## src/common/tms_pkg.sv

```systemverilog
// shared constants, types and helpers for the table move and saturating arithmetic datapath
package tms_pkg;

   // datapath widths
   localparam int DATA_W = 16;   // word register width
   localparam int ADDR_W = 16;   // word register address width
   localparam int LEN_W = 16;    // table length field, wide enough to see bad lengths

   // allowed table length window, in words
   localparam logic [LEN_W-1:0] TBL_MIN = 16'h0001;
   localparam logic [LEN_W-1:0] TBL_MAX = 16'h0400;
   localparam logic [LEN_W-1:0] LEN_ONE = 16'h0001;  // last word still to go
   localparam logic [ADDR_W-1:0] ADDR_STEP = 16'h0001;  // cursor increment

   // signed 16-bit saturation limits
   localparam logic [DATA_W-1:0] SAT_HI = 16'h7fff;  // +32767
   localparam logic [DATA_W-1:0] SAT_LO = 16'h8000;  // -32768
   localparam logic signed [DATA_W:0] SAT_HI_X = 17'sh07fff;  // +32767, one bit wider
   localparam logic signed [DATA_W:0] SAT_LO_X = 17'sh18000;  // -32768, one bit wider

   // instruction selector
   typedef enum logic [2:0] {
      OP_FILL,
      OP_COPY,
      OP_INV,
      OP_ADD,
      OP_SUB
   } tms_op_e;

   // one instruction, as the sequencer presents it each scan
   typedef struct packed {
      tms_op_e op;                  // which instruction
      logic rung_in;                // instruction input condition
      logic [ADDR_W-1:0] src_addr;  // source table start
      logic [ADDR_W-1:0] dst_addr;  // destination start or result register
      logic [LEN_W-1:0] tbl_len;    // table size n
      logic [DATA_W-1:0] opa;       // fill value, augend or minuend
      logic [DATA_W-1:0] opb;       // addend or subtrahend
   } tms_req_s;

   // register memory read request
   typedef struct packed {
      logic re;
      logic [ADDR_W-1:0] addr;
   } tms_rd_s;

   // register memory write request
   typedef struct packed {
      logic we;
      logic [ADDR_W-1:0] addr;
      logic [DATA_W-1:0] data;
   } tms_wr_s;

   // true for the three table instructions
   function automatic logic is_table_op(input tms_op_e op);
      return (op == OP_FILL) || (op == OP_COPY) || (op == OP_INV);
   endfunction

   // table length inside the allowed window
   function automatic logic tbl_len_ok(input logic [LEN_W-1:0] len);
      return (len >= TBL_MIN) && (len <= TBL_MAX);
   endfunction

   // first address of a walk: base, or base plus n minus one when walking down
   function automatic logic [ADDR_W-1:0] tbl_start(input logic [ADDR_W-1:0] base,
                                                   input logic [LEN_W-1:0] len,
                                                   input logic down);
      logic [ADDR_W-1:0] top;
      top = base + len - ADDR_STEP;
      return down ? top : base;
   endfunction

endpackage

```

## src/design/tms_addr_cursor.sv

```systemverilog
// word address cursor that loads a start address and steps up or down
`timescale 1ns/10ps
module tms_addr_cursor
   import tms_pkg::*;
(
   // clock and reset
   input wire logic clk_sys,
   input wire logic reset_n,
   // control
   input wire logic load,
   input wire logic [ADDR_W-1:0] load_addr,
   input wire logic step,
   input wire logic down,
   // current address
   output logic [ADDR_W-1:0] addr
);

   logic [ADDR_W-1:0] addr_r;    // current word address
   logic [ADDR_W-1:0] addr_nxt;  // next word address

   // load wins over step; addresses wrap at the top of the space
   always_comb begin
      addr_nxt = addr_r;
      if (load) begin
         addr_nxt = load_addr;
      end else if (step) begin
         addr_nxt = down ? (addr_r - ADDR_STEP) : (addr_r + ADDR_STEP);
      end
   end

   // register only
   always_ff @(posedge clk_sys or negedge reset_n) begin
      if (!reset_n) begin
         addr_r <= '0;
      end else begin
         addr_r <= addr_nxt;
      end
   end

   assign addr = addr_r;

endmodule

```

## src/design/tms_exec_top.sv

```systemverilog
// execution datapath for table fill, table copy, inverted copy and saturating add/sub
// Behaviour
// - fill writes source value into n registers
// - table length accepted only from 1 to 1024
// - executed table instruction drives rung output on
// - copy moves n words source to destination
// - overlapping tables copy original source words
// - inverted copy stores complement of each word
// - add clamps to 32767 and -32768
// - arithmetic rung on only when result clamped
// - subtract second operand from first, store result
// - difference clamps to 32767 and -32768
`timescale 1ns/10ps
module tms_exec_top
   import tms_pkg::*;
(
   // clock and reset
   input wire logic clk_sys,
   input wire logic reset_n,
   // instruction from the sequencer
   input wire logic req_valid,
   input wire tms_req_s req,
   output logic req_ready,
   // register memory, one cycle read latency
   output tms_rd_s mem_rd,
   input wire logic [DATA_W-1:0] mem_rd_data,
   output tms_wr_s mem_wr,
   // completion
   output logic done,
   output logic rung_out,
   output logic len_err
);

   // sequencer states
   typedef enum logic [2:0] {
      ST_IDLE,   // waiting for an instruction
      ST_FILL,   // one fill write per cycle
      ST_READ,   // issue a source read
      ST_WAIT,   // read in flight in the memory
      ST_WRITE,  // read data back, write destination
      ST_ARITH   // one saturated result write
   } tms_state_e;

   tms_state_e st_r;             // current state
   tms_state_e st_nxt;           // next state
   tms_req_s cur_r;              // instruction in progress
   tms_req_s cur_nxt;
   logic [LEN_W-1:0] remain_r;   // words still to write
   logic [LEN_W-1:0] remain_nxt;
   logic down_r;                 // walk tables from the top end
   logic down_nxt;
   tms_rd_s rd_r;                // registered read request
   tms_rd_s rd_nxt;
   tms_wr_s wr_r;                // registered write request
   tms_wr_s wr_nxt;
   logic done_r;                 // one-cycle completion pulse
   logic done_nxt;
   logic rung_r;                 // rung output of the last instruction
   logic rung_nxt;
   logic len_err_r;              // last instruction refused for its length
   logic len_err_nxt;

   logic accept;                 // instruction taken this cycle
   logic walk_down;              // direction chosen for the incoming copy
   logic src_step;               // advance the source cursor
   logic dst_step;               // advance the destination cursor
   logic [ADDR_W-1:0] src_addr;  // current source word
   logic [ADDR_W-1:0] dst_addr;  // current destination word
   logic [DATA_W-1:0] alu_res;   // clamped arithmetic result
   logic alu_clamp;              // arithmetic result was clamped

   // ready only when idle; no queue, the sequencer holds the request
   assign req_ready = (st_r == ST_IDLE);
   assign accept = req_valid && req_ready;

   // when the destination lies above the source, walk both tables downward so every
   // source word is read before an overlapping write can reach it
   assign walk_down = (req.op != OP_FILL) && (req.dst_addr > req.src_addr);

   // cursors advance after each destination write
   assign src_step = (st_r == ST_WRITE);
   assign dst_step = (st_r == ST_WRITE) || (st_r == ST_FILL);

   // source word cursor
   tms_addr_cursor u_src_cursor (
      .clk_sys(clk_sys),
      .reset_n(reset_n),
      .load(accept),
      .load_addr(tbl_start(req.src_addr, req.tbl_len, walk_down)),
      .step(src_step),
      .down(down_r),
      .addr(src_addr)
   );

   // destination word cursor
   tms_addr_cursor u_dst_cursor (
      .clk_sys(clk_sys),
      .reset_n(reset_n),
      .load(accept),
      .load_addr(tbl_start(req.dst_addr, req.tbl_len, walk_down)),
      .step(dst_step),
      .down(down_r),
      .addr(dst_addr)
   );

   // saturating adder works on the latched operands
   tms_sat_alu u_alu (
      .opa(cur_r.opa),
      .opb(cur_r.opb),
      .sub(cur_r.op == OP_SUB),
      .res(alu_res),
      .clamp(alu_clamp)
   );

   // next-state logic for the sequencer and its outputs
   always_comb begin
      st_nxt = st_r;
      cur_nxt = cur_r;
      remain_nxt = remain_r;
      down_nxt = down_r;
      rd_nxt = '0;
      wr_nxt = '0;
      done_nxt = 1'b0;
      rung_nxt = rung_r;
      len_err_nxt = len_err_r;
      case (st_r)
         ST_IDLE: begin
            // every presented instruction is evaluated afresh, no edge memory
            if (accept) begin
               cur_nxt = req;
               down_nxt = walk_down;
               remain_nxt = req.tbl_len;
               len_err_nxt = 1'b0;
               if (!req.rung_in) begin
                  // input off: nothing written, rung off at once
                  done_nxt = 1'b1;
                  rung_nxt = 1'b0;
               end else if (is_table_op(req.op) && !tbl_len_ok(req.tbl_len)) begin
                  // bad length: refuse, touch no register
                  done_nxt = 1'b1;
                  rung_nxt = 1'b0;
                  len_err_nxt = 1'b1;
               end else if (req.op == OP_FILL) begin
                  st_nxt = ST_FILL;
               end else if (is_table_op(req.op)) begin
                  st_nxt = ST_READ;
               end else begin
                  st_nxt = ST_ARITH;
               end
            end
         end
         ST_FILL: begin
            // same value into each consecutive destination word
            wr_nxt = '{we: 1'b1, addr: dst_addr, data: cur_r.opa};
            remain_nxt = remain_r - LEN_ONE;
            if (remain_r == LEN_ONE) begin
               st_nxt = ST_IDLE;
               done_nxt = 1'b1;
               rung_nxt = 1'b1;
            end
         end
         ST_READ: begin
            // fetch one source word
            rd_nxt = '{re: 1'b1, addr: src_addr};
            st_nxt = ST_WAIT;
         end
         ST_WAIT: begin
            // memory answers one cycle after it sees the read
            st_nxt = ST_WRITE;
         end
         ST_WRITE: begin
            // write the word read, complemented for the inverted copy
            wr_nxt.we = 1'b1;
            wr_nxt.addr = dst_addr;
            if (cur_r.op == OP_INV) begin
               wr_nxt.data = ~mem_rd_data;
            end else begin
               wr_nxt.data = mem_rd_data;
            end
            remain_nxt = remain_r - LEN_ONE;
            if (remain_r == LEN_ONE) begin
               st_nxt = ST_IDLE;
               done_nxt = 1'b1;
               rung_nxt = 1'b1;
            end else begin
               st_nxt = ST_READ;
            end
         end
         ST_ARITH: begin
            // result register always written; rung tells whether it clamped
            wr_nxt = '{we: 1'b1, addr: cur_r.dst_addr, data: alu_res};
            st_nxt = ST_IDLE;
            done_nxt = 1'b1;
            rung_nxt = alu_clamp;
         end
         default: begin
            st_nxt = ST_IDLE;
         end
      endcase
   end

   // register only
   always_ff @(posedge clk_sys or negedge reset_n) begin
      if (!reset_n) begin
         st_r <= ST_IDLE;
         cur_r <= '0;
         remain_r <= '0;
         down_r <= 1'b0;
         rd_r <= '0;
         wr_r <= '0;
         done_r <= 1'b0;
         rung_r <= 1'b0;
         len_err_r <= 1'b0;
      end else begin
         st_r <= st_nxt;
         cur_r <= cur_nxt;
         remain_r <= remain_nxt;
         down_r <= down_nxt;
         rd_r <= rd_nxt;
         wr_r <= wr_nxt;
         done_r <= done_nxt;
         rung_r <= rung_nxt;
         len_err_r <= len_err_nxt;
      end
   end

   // outputs straight from flip-flops
   assign mem_rd = rd_r;
   assign mem_wr = wr_r;
   assign done = done_r;
   assign rung_out = rung_r;
   assign len_err = len_err_r;

   // helper: exact arithmetic results for the checks below
   logic signed [DATA_W:0] chk_sum;
   logic signed [DATA_W:0] chk_diff;
   assign chk_sum = {cur_r.opa[DATA_W-1], cur_r.opa} + {cur_r.opb[DATA_W-1], cur_r.opb};
   assign chk_diff = {cur_r.opa[DATA_W-1], cur_r.opa} - {cur_r.opb[DATA_W-1], cur_r.opb};
   logic [ADDR_W-1:0] chk_top;  // top word of the incoming source table
   assign chk_top = req.src_addr + req.tbl_len - ADDR_STEP;

   // each fill cycle writes the fill value at the destination cursor
   property p_fill_write;
      @(posedge clk_sys) disable iff (!reset_n)
      (st_r == ST_FILL) |=> (wr_r.we && wr_r.data == $past(cur_r.opa)
                             && wr_r.addr == $past(dst_addr));
   endproperty
   a_fill_write: assert property (p_fill_write) else $error("fill write wrong");

   // bad length on a live table instruction: refused next cycle, nothing written
   property p_len_refuse;
      @(posedge clk_sys) disable iff (!reset_n)
      (accept && req.rung_in && is_table_op(req.op) && !tbl_len_ok(req.tbl_len))
         |=> (done_r && len_err_r && !rung_r && !wr_r.we && st_r == ST_IDLE);
   endproperty
   a_len_refuse: assert property (p_len_refuse) else $error("bad length not refused");

   // a finished table instruction leaves the rung on
   property p_table_rung;
      @(posedge clk_sys) disable iff (!reset_n)
      (done_r && is_table_op(cur_r.op) && cur_r.rung_in && !len_err_r) |-> rung_r;
   endproperty
   a_table_rung: assert property (p_table_rung) else $error("table rung not on");

   // a one-word copy writes what was read, exactly four cycles after accept
   property p_copy_one;
      @(posedge clk_sys) disable iff (!reset_n)
      (accept && req.rung_in && req.op == OP_COPY && req.tbl_len == LEN_ONE)
         |=> ##1 rd_r.re ##2 (wr_r.we && wr_r.data == $past(mem_rd_data) && done_r);
   endproperty
   a_copy_one: assert property (p_copy_one) else $error("copy word wrong");

   // destination above source walks down from the top of both tables
   property p_overlap_down;
      @(posedge clk_sys) disable iff (!reset_n)
      (accept && req.rung_in && req.op == OP_COPY && tbl_len_ok(req.tbl_len)
       && req.dst_addr > req.src_addr)
         |=> (down_r && src_addr == $past(chk_top));
   endproperty
   a_overlap_down: assert property (p_overlap_down) else $error("overlap direction wrong");

   // inverted copy writes the complement of the word just read
   property p_inv_data;
      @(posedge clk_sys) disable iff (!reset_n)
      (st_r == ST_WRITE && cur_r.op == OP_INV) |=> (wr_r.data == ~$past(mem_rd_data));
   endproperty
   a_inv_data: assert property (p_inv_data) else $error("inverted data wrong");

   // add above the limit stores the upper limit with the rung on
   property p_add_clamp;
      @(posedge clk_sys) disable iff (!reset_n)
      (st_r == ST_ARITH && cur_r.op == OP_ADD && chk_sum > SAT_HI_X)
         |=> (wr_r.data == SAT_HI && rung_r && done_r);
   endproperty
   a_add_clamp: assert property (p_add_clamp) else $error("add not clamped");

   // in-range add leaves the rung off
   property p_arith_inrange;
      @(posedge clk_sys) disable iff (!reset_n)
      (st_r == ST_ARITH && cur_r.op == OP_ADD && chk_sum <= SAT_HI_X && chk_sum >= SAT_LO_X)
         |=> (!rung_r && wr_r.data == $past(chk_sum[DATA_W-1:0]));
   endproperty
   a_arith_inrange: assert property (p_arith_inrange) else $error("rung on in range");

   // in-range difference stored unchanged in the result register, rung off
   property p_sub_value;
      @(posedge clk_sys) disable iff (!reset_n)
      (st_r == ST_ARITH && cur_r.op == OP_SUB && chk_diff <= SAT_HI_X && chk_diff >= SAT_LO_X)
         |=> (wr_r.data == $past(chk_diff[DATA_W-1:0])
              && wr_r.addr == $past(cur_r.dst_addr) && !rung_r);
   endproperty
   a_sub_value: assert property (p_sub_value) else $error("difference wrong");

   // difference below the limit stores the lower limit with the rung on
   property p_sub_clamp;
      @(posedge clk_sys) disable iff (!reset_n)
      (st_r == ST_ARITH && cur_r.op == OP_SUB && chk_diff < SAT_LO_X)
         |=> (wr_r.data == SAT_LO && rung_r);
   endproperty
   a_sub_clamp: assert property (p_sub_clamp) else $error("sub not clamped");

   // input off: done next cycle, rung off, no write in the next two cycles
   property p_input_off;
      @(posedge clk_sys) disable iff (!reset_n)
      (accept && !req.rung_in) |=> (done_r && !rung_r && !wr_r.we) ##1 !wr_r.we;
   endproperty
   a_input_off: assert property (p_input_off) else $error("input off executed");

   // a request held while idle is taken on that same edge, every time
   property p_level_take;
      @(posedge clk_sys) disable iff (!reset_n)
      (st_r == ST_IDLE && req_valid) |=> (done_r || st_r != ST_IDLE);
   endproperty
   a_level_take: assert property (p_level_take) else $error("request not taken");

endmodule

```

## src/design/tms_sat_alu.sv

```systemverilog
// signed 16-bit add and subtract that clamp at the limits and flag the clamp
`timescale 1ns/10ps
module tms_sat_alu
   import tms_pkg::*;
(
   // operands
   input wire logic [DATA_W-1:0] opa,
   input wire logic [DATA_W-1:0] opb,
   input wire logic sub,
   // result
   output logic [DATA_W-1:0] res,
   output logic clamp
);

   logic signed [DATA_W:0] a_x;   // sign-extended first operand
   logic signed [DATA_W:0] b_x;   // sign-extended second operand
   logic signed [DATA_W:0] wide;  // exact result, cannot wrap in 17 bits

   // one spare bit keeps the true result so the limit test is exact
   always_comb begin
      a_x = {opa[DATA_W-1], opa};
      b_x = {opb[DATA_W-1], opb};
      wide = sub ? (a_x - b_x) : (a_x + b_x);
      if (wide > SAT_HI_X) begin
         // too large: pin at the upper limit
         res = SAT_HI;
         clamp = 1'b1;
      end else if (wide < SAT_LO_X) begin
         // too small: pin at the lower limit
         res = SAT_LO;
         clamp = 1'b1;
      end else begin
         // in range: plain result, no flag
         res = wide[DATA_W-1:0];
         clamp = 1'b0;
      end
   end

endmodule

```

## config.mk

```make
export PLATFORM = sky130hd
export DESIGN_NAME = tms_exec_top
export DESIGN_NICKNAME = d
export VERILOG_FILES = /design/src/common/tms_pkg.sv /design/src/design/tms_addr_cursor.sv /design/src/design/tms_exec_top.sv /design/src/design/tms_sat_alu.sv
export SDC_FILE = /design/constraint.sdc
export NUM_CORES = 1
export LEC_CHECK = 0
export BUFFER_PORTS_ARGS = -buffer_cell sky130_fd_sc_hd__buf_4
export CAP_MARGIN = 20
export CORE_MARGIN = 10
export CORE_UTILIZATION = 61
export CTS_BUF_LIST = sky130_fd_sc_hd__clkbuf_8
export DETAILED_ROUTE_END_ITERATION = 7
export HOLD_SLACK_MARGIN = 0.06
export PLACE_DENSITY = 0.8
export SYNTH_ARGS = -nofsm -noshare
export SYNTH_HDL_FRONTEND = slang
export SYNTH_HIERARCHICAL = 1
export SYNTH_SLANG_ARGS = --single-unit
```

## constraint.sdc

```tcl
create_clock -name clk_sys -period 4.5 [get_ports clk_sys]
set_input_delay 0.225 -clock clk_sys [delete_from_list [all_inputs] [get_ports clk_sys]]
set_output_delay 0.225 -clock clk_sys [all_outputs]
set_load 0.02 [all_outputs]
```

### Yosys cells after proc, flatten, opt, wreduce, memory -nomap -nowiden

Cells that the tools add are included.

* $add $sub $neg: 11
* $lt $le $gt $ge: 5
* equality and inequality tests: 16
* muxes and demuxes: 37
* bitwise operators: 1
* reduce and logical (&&, ||, !) cells: 20

Operator list (number)
* $mux 16: 12
* $pmux 33 s3: 1
* $sub 16x1->16 const B: 5
* $mux 17: 2
* $add 16x1->16 const B: 2
* $add 16x16->16: 2
* $pmux 16 s2: 1
* $mux 3: 6
* $add 16x16->17: 1
* $gt 17x16->1 const B: 1
* $lt 17x16->1 const B: 1
* $sub 16x16->17: 1
* $eq 16x1->1 const B: 1
* $ge 16x1->1 const B: 1
* $gt 16x16->1: 1
* $le 16x11->1 const B: 1
* $not 16->16: 1
* $pmux 3 s5: 1
* $eq 3x2->1 const B: 4
* $mux 1: 11
* $eq 3x3->1 const B: 3
* $reduce_and 4->1: 2
* $eq 3x1->1 const B: 2
* $logic_not 3->1: 2
* 12 further kinds: 25

* flip-flop bits (word level): 156
* input bits: 103

### Depth between registers and ports, before layout

Gate-level depths: netlist of the first run.

* depth in word-level cells: 9
* gate-level depth with buffers: 20
* gate-level depth less buffers: 17

### Modules after synthesis

Netlist of the first run, hierarchy kept.

Modules (own cells, without submodules)
* tms_exec_top: instances 1, cells each 949, area an instance 8165.3 um2, sequential area each 3103.0 um2
* tms_addr_cursor: instances 2, cells each 172, area an instance 1534.0 um2, sequential area each 400.4 um2
* tms_sat_alu: instances 1, cells each 199, area an instance 1465.2 um2, sequential area each 0.0 um2

### Least setup slack after synthesis of the first run

OpenSTA, ideal clock, no wires.

* path type: register -> register
* from: register cur_r[82] (netlist name)
* to: register wr_r, in the netlist mem_wr[6]
* arrival: 3.771 ns
* setup slack: 0.597 ns
* stages on the path, launching flop included: 19
* period minus slack after synthesis: 3.903 ns
* cell sequence: dfrtp_1 -> nor3b_1 -> clkbuf_1 -> clkbuf_1 -> nor2_1 -> xnor2_1 -> ha_1 -> clkbuf_2 -> nand4_1 -> a21oi_2 -> a21bo_2 -> and4_1 -> a2111o_1 -> buf_6 -> buf_8 -> maj3_1 -> mux2_2 -> a22oi_1 -> nor2_1

RTL lines
* start, declared: line tms_exec_top.sv:46 `tms_req_s cur_r;`
* start signal, assigned: line tms_exec_top.sv:216 `cur_r <= cur_nxt;`
* end signal, assigned: line tms_exec_top.sv:220 `wr_r <= wr_nxt;`
* end, declared: line tms_exec_top.sv:54 `tms_wr_s wr_r;`

==> reports/qor.csv, run 1 <==
stage;metric;value;unit
detailed_routing;drt total wl;38700;um
global_routing;first-pass GRT wire length;62200;um
worst_setup_path;Crit. End Element;flop;
power_and_ir_drop;Flop pwr share;23.6;%
power_and_ir_drop;Power Density;762;nW/um^2
cells_and_area;most frequent cells in the layout;nand2_1, buf_4, dfrtp_1;
die;IO Count;157;
sta;clock skew;0.0196;ns
power_and_ir_drop;Comb power frac;66.7;%
clocking;maximum clock path buffer count;2;
synthesis;Netlist Area Pre-Place;12700;um^2
die;core area;20400;um^2
placement;Port Buffer Count;156;
synthesis;sequential area share after synthesis;30.7;%
synthesis;ys flop type;dfrtp_1;
sta;fin crit period;4.24;ns
worst_setup_path;worst-path fanout max;16;
synthesis;xor/xnor share of the synthesized area;5.30;%
power_and_ir_drop;Int Power;0.00558;W
power_and_ir_drop;Total Power;0.0114;W
placement;Cells after DPL;1864;
detailed_routing;Final ANT Viol Nets;0;
detailed_routing;wire per inst;19.9;um
clocking;CTS buffer count;17;
cells_and_area;Layout area overhead;17.4;%
worst_setup_path;flop2flop setup slack;0.26;ns
worst_setup_path;slowest stage delay, CP;0.58;ns
die;die width;164;um
sta;Setup TNS;0;ns
placement;DP HPWL;28700;um
detailed_routing;drt first pass iters;6;
detailed_routing;Starting DRT DRC Count;1057;
detailed_routing;DRC;0;
sta;final hold vios;0;
die;Die Span Y;164;um
synthesis;Mapped Cells;1492;
clocking;clk_lat worst skew;0.47;ns
global_routing;GRT overflow;0;
sta;# setup viols final;0;
cells_and_area;design area;14900;um^2
worst_hold_path;Hold/Removal Path Class;input port to flop;
placement;placed cell area;14000;um^2
outcome;outcome;finished clean;
synthesis;FFs w/ async S/R, synth;100;%
sta;Pins Over Slew Limit;0;
detailed_routing;vias per std cell;6.14;
sta;Slew headroom;29.9;%
clocking;CTS H-tree lvls;4;
synthesis;Mapped Nets;1721;
global_routing;GRT Overall Usage;28.6;%
sta;RSZ-0062 raised after global routing;false;
cells_and_area;Non-Filler Instances;1946;
die;die area;27000;um^2
global_routing;vias in the first global route;11817;
power_and_ir_drop;Switch Pwr;0.00578;W
synthesis;main combinational cell family by area after synthesis;compound AO/OA/AOI/OAI gates;
worst_setup_path;CP max-delay cell;a2111o_2;
global_routing;pin count of the biggest net entering global routing;94;
synthesis;synth unique cells;91;
power_and_ir_drop;clock share of power;9.7;%
clocking;CTS sink count;156;
clocking;Worst-path clk slew;0.11;ns
worst_setup_path;WP data required;4.85;ns
worst_setup_path;Startpoint Class;flop;
die;Starting Density;62.4;%
synthesis;register bit total from synthesis;156;
sta;Worst-Margin Slew;1.05;ns
detailed_routing;vias after detailed routing;11950;
synthesis;Post-Synth Adder-Cell Area;13.9;%
clocking;clock root buffer;clkbuf_8;
synthesis;mux share of post-synthesis cell area;3.15;%
power_and_ir_drop;Leak;7.38;nW
power_and_ir_drop;Sw Ratio;50.8;%
cells_and_area;nets;1892;
global_routing;initial antenna violation count;0;
cells_and_area;Antenna Cells;0;
placement;routability cong.;0.962;
cells_and_area;most common cell after layout, fill and taps aside;nand2_1;
synthesis;Compound-Gate Fraction of Synth Area;21.1;%
worst_setup_path;CP arrival;4.59;ns
synthesis;Mean Syn Cell Area;8.51;um^2
job;MaxCap Viol Count;0;
cells_and_area;share of cells above drive strength 1;16.1;%
worst_setup_path;kind of critical path;flop to flop;
die;Rows;52;
clocking;CTS tree;built;
synthesis;simple logic cell fraction of the synthesized area;19.3;%
sta;period utilisation layout;94.1;%
synthesis;Synth warnings;6;
sta;fmax;236;MHz
worst_setup_path;Critical Path, Cell by Cell;inv_1 -> ha_1 -> nor4b_2 -> nand2_1 -> nor4_1 -> nor2_1 -> xnor2_1 -> ha_1 -> nand4_1 -> a21oi_2 -> a21bo_2 -> and4_1 -> a2111o_2 -> maj3_1 -> mux2_2 -> a22oi_1 -> nor2_1;
synthesis;EDFF count, synth;0;
power_and_ir_drop;maximum vdd drop;409;uV
==> metal layers <==
layer  routed length [um]  GRT usage, %  share of wire [%]  vias up
met5                    0             0                  0        -
met4                 1300          11.0                3.4        0
met3                 2800          4.76                7.2       84
met2                18300          47.6                 47      537
met1                16300          36.5                 42     5659
li1                     -             -                  -     5670
==> power groups by stage <==
stage | logic [W] | clock network, W | registers (W)
global route | 0.00834 | 0.00115 | 0.00275
detailed placement | 0.00734 | 0 | 0.00269
floorplan | 0.00564 | 0 | 0.00256
CTS | 0.00745 | 0.00111 | 0.00267
finish | 0.00758 | 0.00110 | 0.00268
global placement | 0.00718 | 0 | 0.00267
==> worst max-delay path: cells and delay by family (launching register included) <==
family	cells	cell delay (ns)
AND/OR/NAND/NOR	7	1.08
flip-flops	1	0.43
XOR/XNOR	1	0.13
adder cells (fa/ha/maj)	3	1.01
AO/OA/AOI/OAI	4	1.14
multiplexers	1	0.27
buffers and inverters	1	0.07
==> synth_stat cells, drive strengths merged, types with 8 or more instances <==
cell	n	share of area (%)
a22oi	30	1.8
nand3	30	1.2
a2111oi	8	0.65
nor4	12	0.88
o21ai	85	3.4
nand3b	9	0.73
mux2i	22	1.7
buf	23	1.3
a21oi	84	3.5
mux2	16	1.4
nor3	22	0.87
ha	121	12
xor2	32	2.3
nand4	19	0.99
xnor2	44	3.0
a21o	30	1.8
nor2	102	3.0
a22o	19	1.3
a211oi	19	1.3
and3	29	1.4
dfrtp	156	31
nand2	204	6.0
inv	128	3.8
o211ai	18	1.1
o311ai	8	0.55
maj3	15	1.2
nand2b	14	0.69
nor2b	15	0.74
clkbuf	46	1.4
o21a	9	0.53
a31oi	13	0.64
or3	8	0.39
==> kinds of logic (layout without fill, tap and decap cells) <==
kind of cell               Yosys count  in the layout
AOI/OAI and AO/OA                  384            384
adders and majority gates          141            141
and+or+nand+nor                    500            500
xor gates and xnor gates            76             76
muxes                               38             38
DFF                                156            156
buffers and inverters              197            381
==> stage by stage <==
| step | worst slack (ns) | utilization, % | hold WS [ns] |
|---|---|---|---|
| after detailed placement | 0.208 | 68.8 | 0.360 |
| after CTS | 0.190 | 73.2 | 0.0878 |
| after global placement | 0.311 | 68.8 | 0.353 |
| after global routing | 0.0254 | 73.2 | 0.110 |
| final | 0.263 | 73.2 | 0.114 |
| after floorplan | 0.597 | - | -0.0706 |
==> cell type report <==
cell class,count,area (um^2)
multi-input combinational,1139,7980
fill,1565,5460
sequential,156,3900
timing repair buffer,221,1800
inverter,128,482
tap,270,338
clock buffer,17,234
clock inverter,15,169
==> path summary, 6_finish.rpt <==
check,from,endpoint,cells after the start
worst min-delay path,req[54],cur_r[54],3
max in group asynchronous,reset_n,u_src_cursor/addr[15],3
worst max-delay path,cur_r[0],mem_wr[12],17
worst max register to register,cur_r[0],mem_wr[12],17
min in group asynchronous,reset_n,cur_r[12],2
worst min register to register,cur_r[48],cur_r[48],2
==> timing repair <==
| item | 4_1_cts | 5_1_grt |
|---|---|---|
| endpoints found under the setup margin | 0 | 15 |
| resized for setup | 0 | 1 |
| setup buffers | 0 | 0 |
| hold endpoints to repair | 141 | 0 |
| hold buffers | 49 | 0 |
==> sequential cells by signal (all words and copies together) (netlist names) <==
signal and flops:
len_err 1, done 1, mem_wr 33, rung_out 1
st_r 3, u_dst_cursor/addr 16, cur_r 51, down_r 1
u_src_cursor/addr 16, remain_r 16, mem_rd 17
Note: power is estimated with default switching activity, not from simulation.
==> run 2: changes to the inputs <==
- CELL_PAD_IN_SITES_DETAIL_PLACEMENT: unset -> 0
- CELL_PAD_IN_SITES_GLOBAL_PLACEMENT: unset -> 1
- CORE_ASPECT_RATIO: unset -> 1.1
- CORE_MARGIN: 10 -> unset
- CORE_UTILIZATION: 61 -> 46
==> reports/qor.csv, run 2 (same netlist as run 1, synthesis figures left out) <==
stage;metric;value;unit;change
outcome;outcome;finished clean;;
die;Rows;63;;+21%
clocking;maximum clock path buffer count;2;;unchanged
sta;final worst setup slack;0.302;ns;+0.0386 ns
sta;period utilisation layout;93.3;%;-0.86 points
power_and_ir_drop;Switch Pwr;0.00569;W;-1.5%
cells_and_area;Largest register FFs;51;;unchanged
worst_setup_path;kind of critical path;flop to flop;;
worst_setup_path;Crit. End Element;flop;;
global_routing;pin count of the biggest net entering global routing;85;;-9.6%
die;core area;27000;um^2;+33%
worst_setup_path;Worst Setup SP;cur_r[0];;
detailed_routing;Starting DRT DRC Count;647;;-39%
worst_setup_path;Buf+Inv Stages, Crit Path;1;;unchanged
power_and_ir_drop;maximum vdd drop;455;uV;+11%
worst_setup_path;Startpoint Class;flop;;
clocking;Worst-path clk slew;0.08;ns;-0.03 ns
cells_and_area;Layout area overhead;18.8;%;
worst_setup_path;critical path depth in cells;17;;unchanged
die;Starting Density;47.0;%;-15 points
cells_and_area;most frequent cells in the layout;nand2_1, buf_4, dfrtp_1;;
cells_and_area;share of cells above drive strength 1;16.2;%;+0.12 points
clocking;clock root buffer;clkbuf_8;;
sta;Setup TNS;0;ns;unchanged
job;MaxCap Viol Count;0;;unchanged
worst_setup_path;CP max-delay cell;a2111o_2;;
worst_setup_path;most used cell, CP;nor2_1;;
sta;RSZ-0062 raised after global routing;false;;
clocking;CTS buffer count;17;;unchanged
cells_and_area;final core utilization;55.8;%;-17 points
cells_and_area;Non-Filler Instances;2039;;+4.8%
worst_setup_path;slowest stage delay, CP;0.63;ns;+0.05 ns
clocking;CTS H-tree lvls;4;;unchanged
global_routing;first-pass GRT wire length;59300;um;-4.6%
cells_and_area;Seq. cell area;3900;um^2;unchanged
placement;DP HPWL;28200;um;-1.5%
cells_and_area;Antenna Cells;0;;unchanged
worst_setup_path;CP top delay family;compound AO/OA/AOI/OAI gates;;
worst_setup_path;worst-path fanout max;16;;unchanged
global_routing;vias in the first global route;11302;;-4.4%
die;Die Span Y;176;um;+7.3%
global_routing;initial antenna violation count;0;;unchanged
detailed_routing;wire per inst;18.3;um;-8.0%
worst_setup_path;Worst Reg-to-Reg Cells;17;;unchanged
worst_setup_path;end point of the critical path;mem_wr[1];;
placement;Port Buffer Count;156;;unchanged
power_and_ir_drop;Int Power;0.00584;W;+4.7%
cells_and_area;area of the multi-input gates;7980;um^2;unchanged
worst_setup_path;CP arrival;4.53;ns;-0.06 ns
worst_setup_path;flop2flop setup slack;0.30;ns;+0.04 ns
detailed_routing;DRC;0;;unchanged
cells_and_area;most common cell after layout, fill and taps aside;nand2_1;;
placement;Cells after DPL;1957;;+5.0%
die;die width;160;um;-2.4%
cells_and_area;Fillers;2572;;+64%
placement;routability cong.;0.951;;-1.1%
detailed_routing;vias after detailed routing;11464;;-4.1%
sta;fin crit period;4.20;ns;-0.0386 ns
detailed_routing;drt total wl;37300;um;-3.6%
worst_hold_path;Hold/Removal Path Class;input port to flop;;
sta;Worst-Margin Slew;1.01;ns;-0.0362 ns
die;die area;28300;um^2;+4.8%
sta;fmax;238;MHz;+0.92%
detailed_routing;vias per std cell;5.62;;-8.4%
power_and_ir_drop;Flop pwr share;22.7;%;-0.9 points
sta;clock skew;0.0135;ns;-0.00611 ns
worst_setup_path;reg2reg start;cur_r[0];;
worst_setup_path;WP data required;4.83;ns;-0.02 ns
placement;Place WS;0.270;ns;+0.0621 ns
sta;# setup viols final;0;;unchanged
clocking;clk_lat worst skew;0.46;ns;about the same
cells_and_area;Top reg by flops;cur_r;;
power_and_ir_drop;clock share of power;10.4;%;+0.7 points
power_and_ir_drop;Sw Ratio;49.3;%;-1.5 points
sta;final hold vios;0;;unchanged
worst_setup_path;R2R Path End;mem_wr[1];;
sta;Slew headroom;32.6;%;+2.7 points
power_and_ir_drop;Comb power frac;66.9;%;+0.2 points
power_and_ir_drop;Power Density;764;nW/um^2;+0.28%
global_routing;GRT overflow;0;;unchanged
detailed_routing;drt first pass iters;6;;unchanged
worst_setup_path;Critical Path, Cell by Cell;inv_1 -> ha_1 -> nor4b_2 -> nand2_1 -> nor2_1 -> nor2_1 -> xnor2_1 -> ha_1 -> nand4_1 -> a21oi_2 -> a21bo_2 -> and4_1 -> a2111o_2 -> maj3_1 -> mux2_2 -> a22oi_1 -> nor2_1;;
power_and_ir_drop;Leak;7.44;nW;+0.83%
clocking;CTS sink count;156;;unchanged
detailed_routing;Final ANT Viol Nets;0;;unchanged
global_routing;GRT Overall Usage;26.8;%;-1.9 points
cells_and_area;nets;1898;;+0.32%
sta;Pins Over Slew Limit;0;;unchanged
clocking;setup bufs post-CTS;0;;unchanged
die;IO Count;157;;unchanged
clocking;CTS tree;built;;
[run 2: final cells by class]
type                       count  share of cell area, %
timing repair buffer         227                   12.2
clock inverter                15                   1.37
multi-input combinational   1139                   52.9
clock buffer                  17                   1.55
tap                          357                   2.96
sequential                   156                   25.9
inverter                     128                   3.19
[run 2: worst min-delay path, cell delays in order]
cell	delay (ns)
buf_4	0.13
inv_1	0.08
o21ai_0	0.09
[run 2: repair_timing]
item | 4_1_cts | 5_1_grt
endpoints found under the setup margin | 0 | 13
hold buffers | 49 | 0
gates resized for setup | 0 | 1
endpoints found under the hold margin | 124 | 0
[run 2: per-layer routing]
| layer | global-route usage [%] | routed length, um | vias up |
|---|---|---|---|
| li1 | - | - | 5657 |
| met1 | 33.4 | 16500 | 5437 |
| met2 | 46.8 | 18200 | 306 |
| met3 | 3.08 | 1330 | 64 |
| met4 | 11.2 | 1320 | 0 |
| met5 | 0 | 0 | - |
[run 2: per-stage QoR]
step,power (W),hold slack [ns],instance area [um^2]
4_1_cts,0.0115,0.0647,15100
3_5_place_dp,0.0102,0.308,14100
5_1_grt,0.0124,0.0988,15100
3_3_place_gp,0.0101,0.302,14100
2_1_floorplan,0.00821,-0.0706,12700
6_report,0.0115,0.0982,15100
[run 2: power by group through the flow]
| stage | combinational [W] | sequential (W) | clock, W |
|---|---|---|---|
| detailed placement | 0.00754 | 0.00265 | 0 |
| floorplan | 0.00564 | 0.00256 | 0 |
| global placement | 0.00745 | 0.00265 | 0 |
| global route | 0.00842 | 0.00270 | 0.00129 |
| CTS | 0.00762 | 0.00263 | 0.00123 |
| finish | 0.00771 | 0.00262 | 0.00120 |
[run 2: worst min path at each step]
stage	cells after the start	start	endpoint	slack, ns
finish	3	req[61]	cur_r[61]	0.1
detailed placement	1	reset_n	cur_r[9]	0.31
global placement	1	reset_n	cur_r[11]	0.30
global route	3	req_valid	st_r[0]	0.1
floorplan	0	reset_n	cur_r[0]	-0.07
CTS	3	req_valid	st_r[0]	0.06
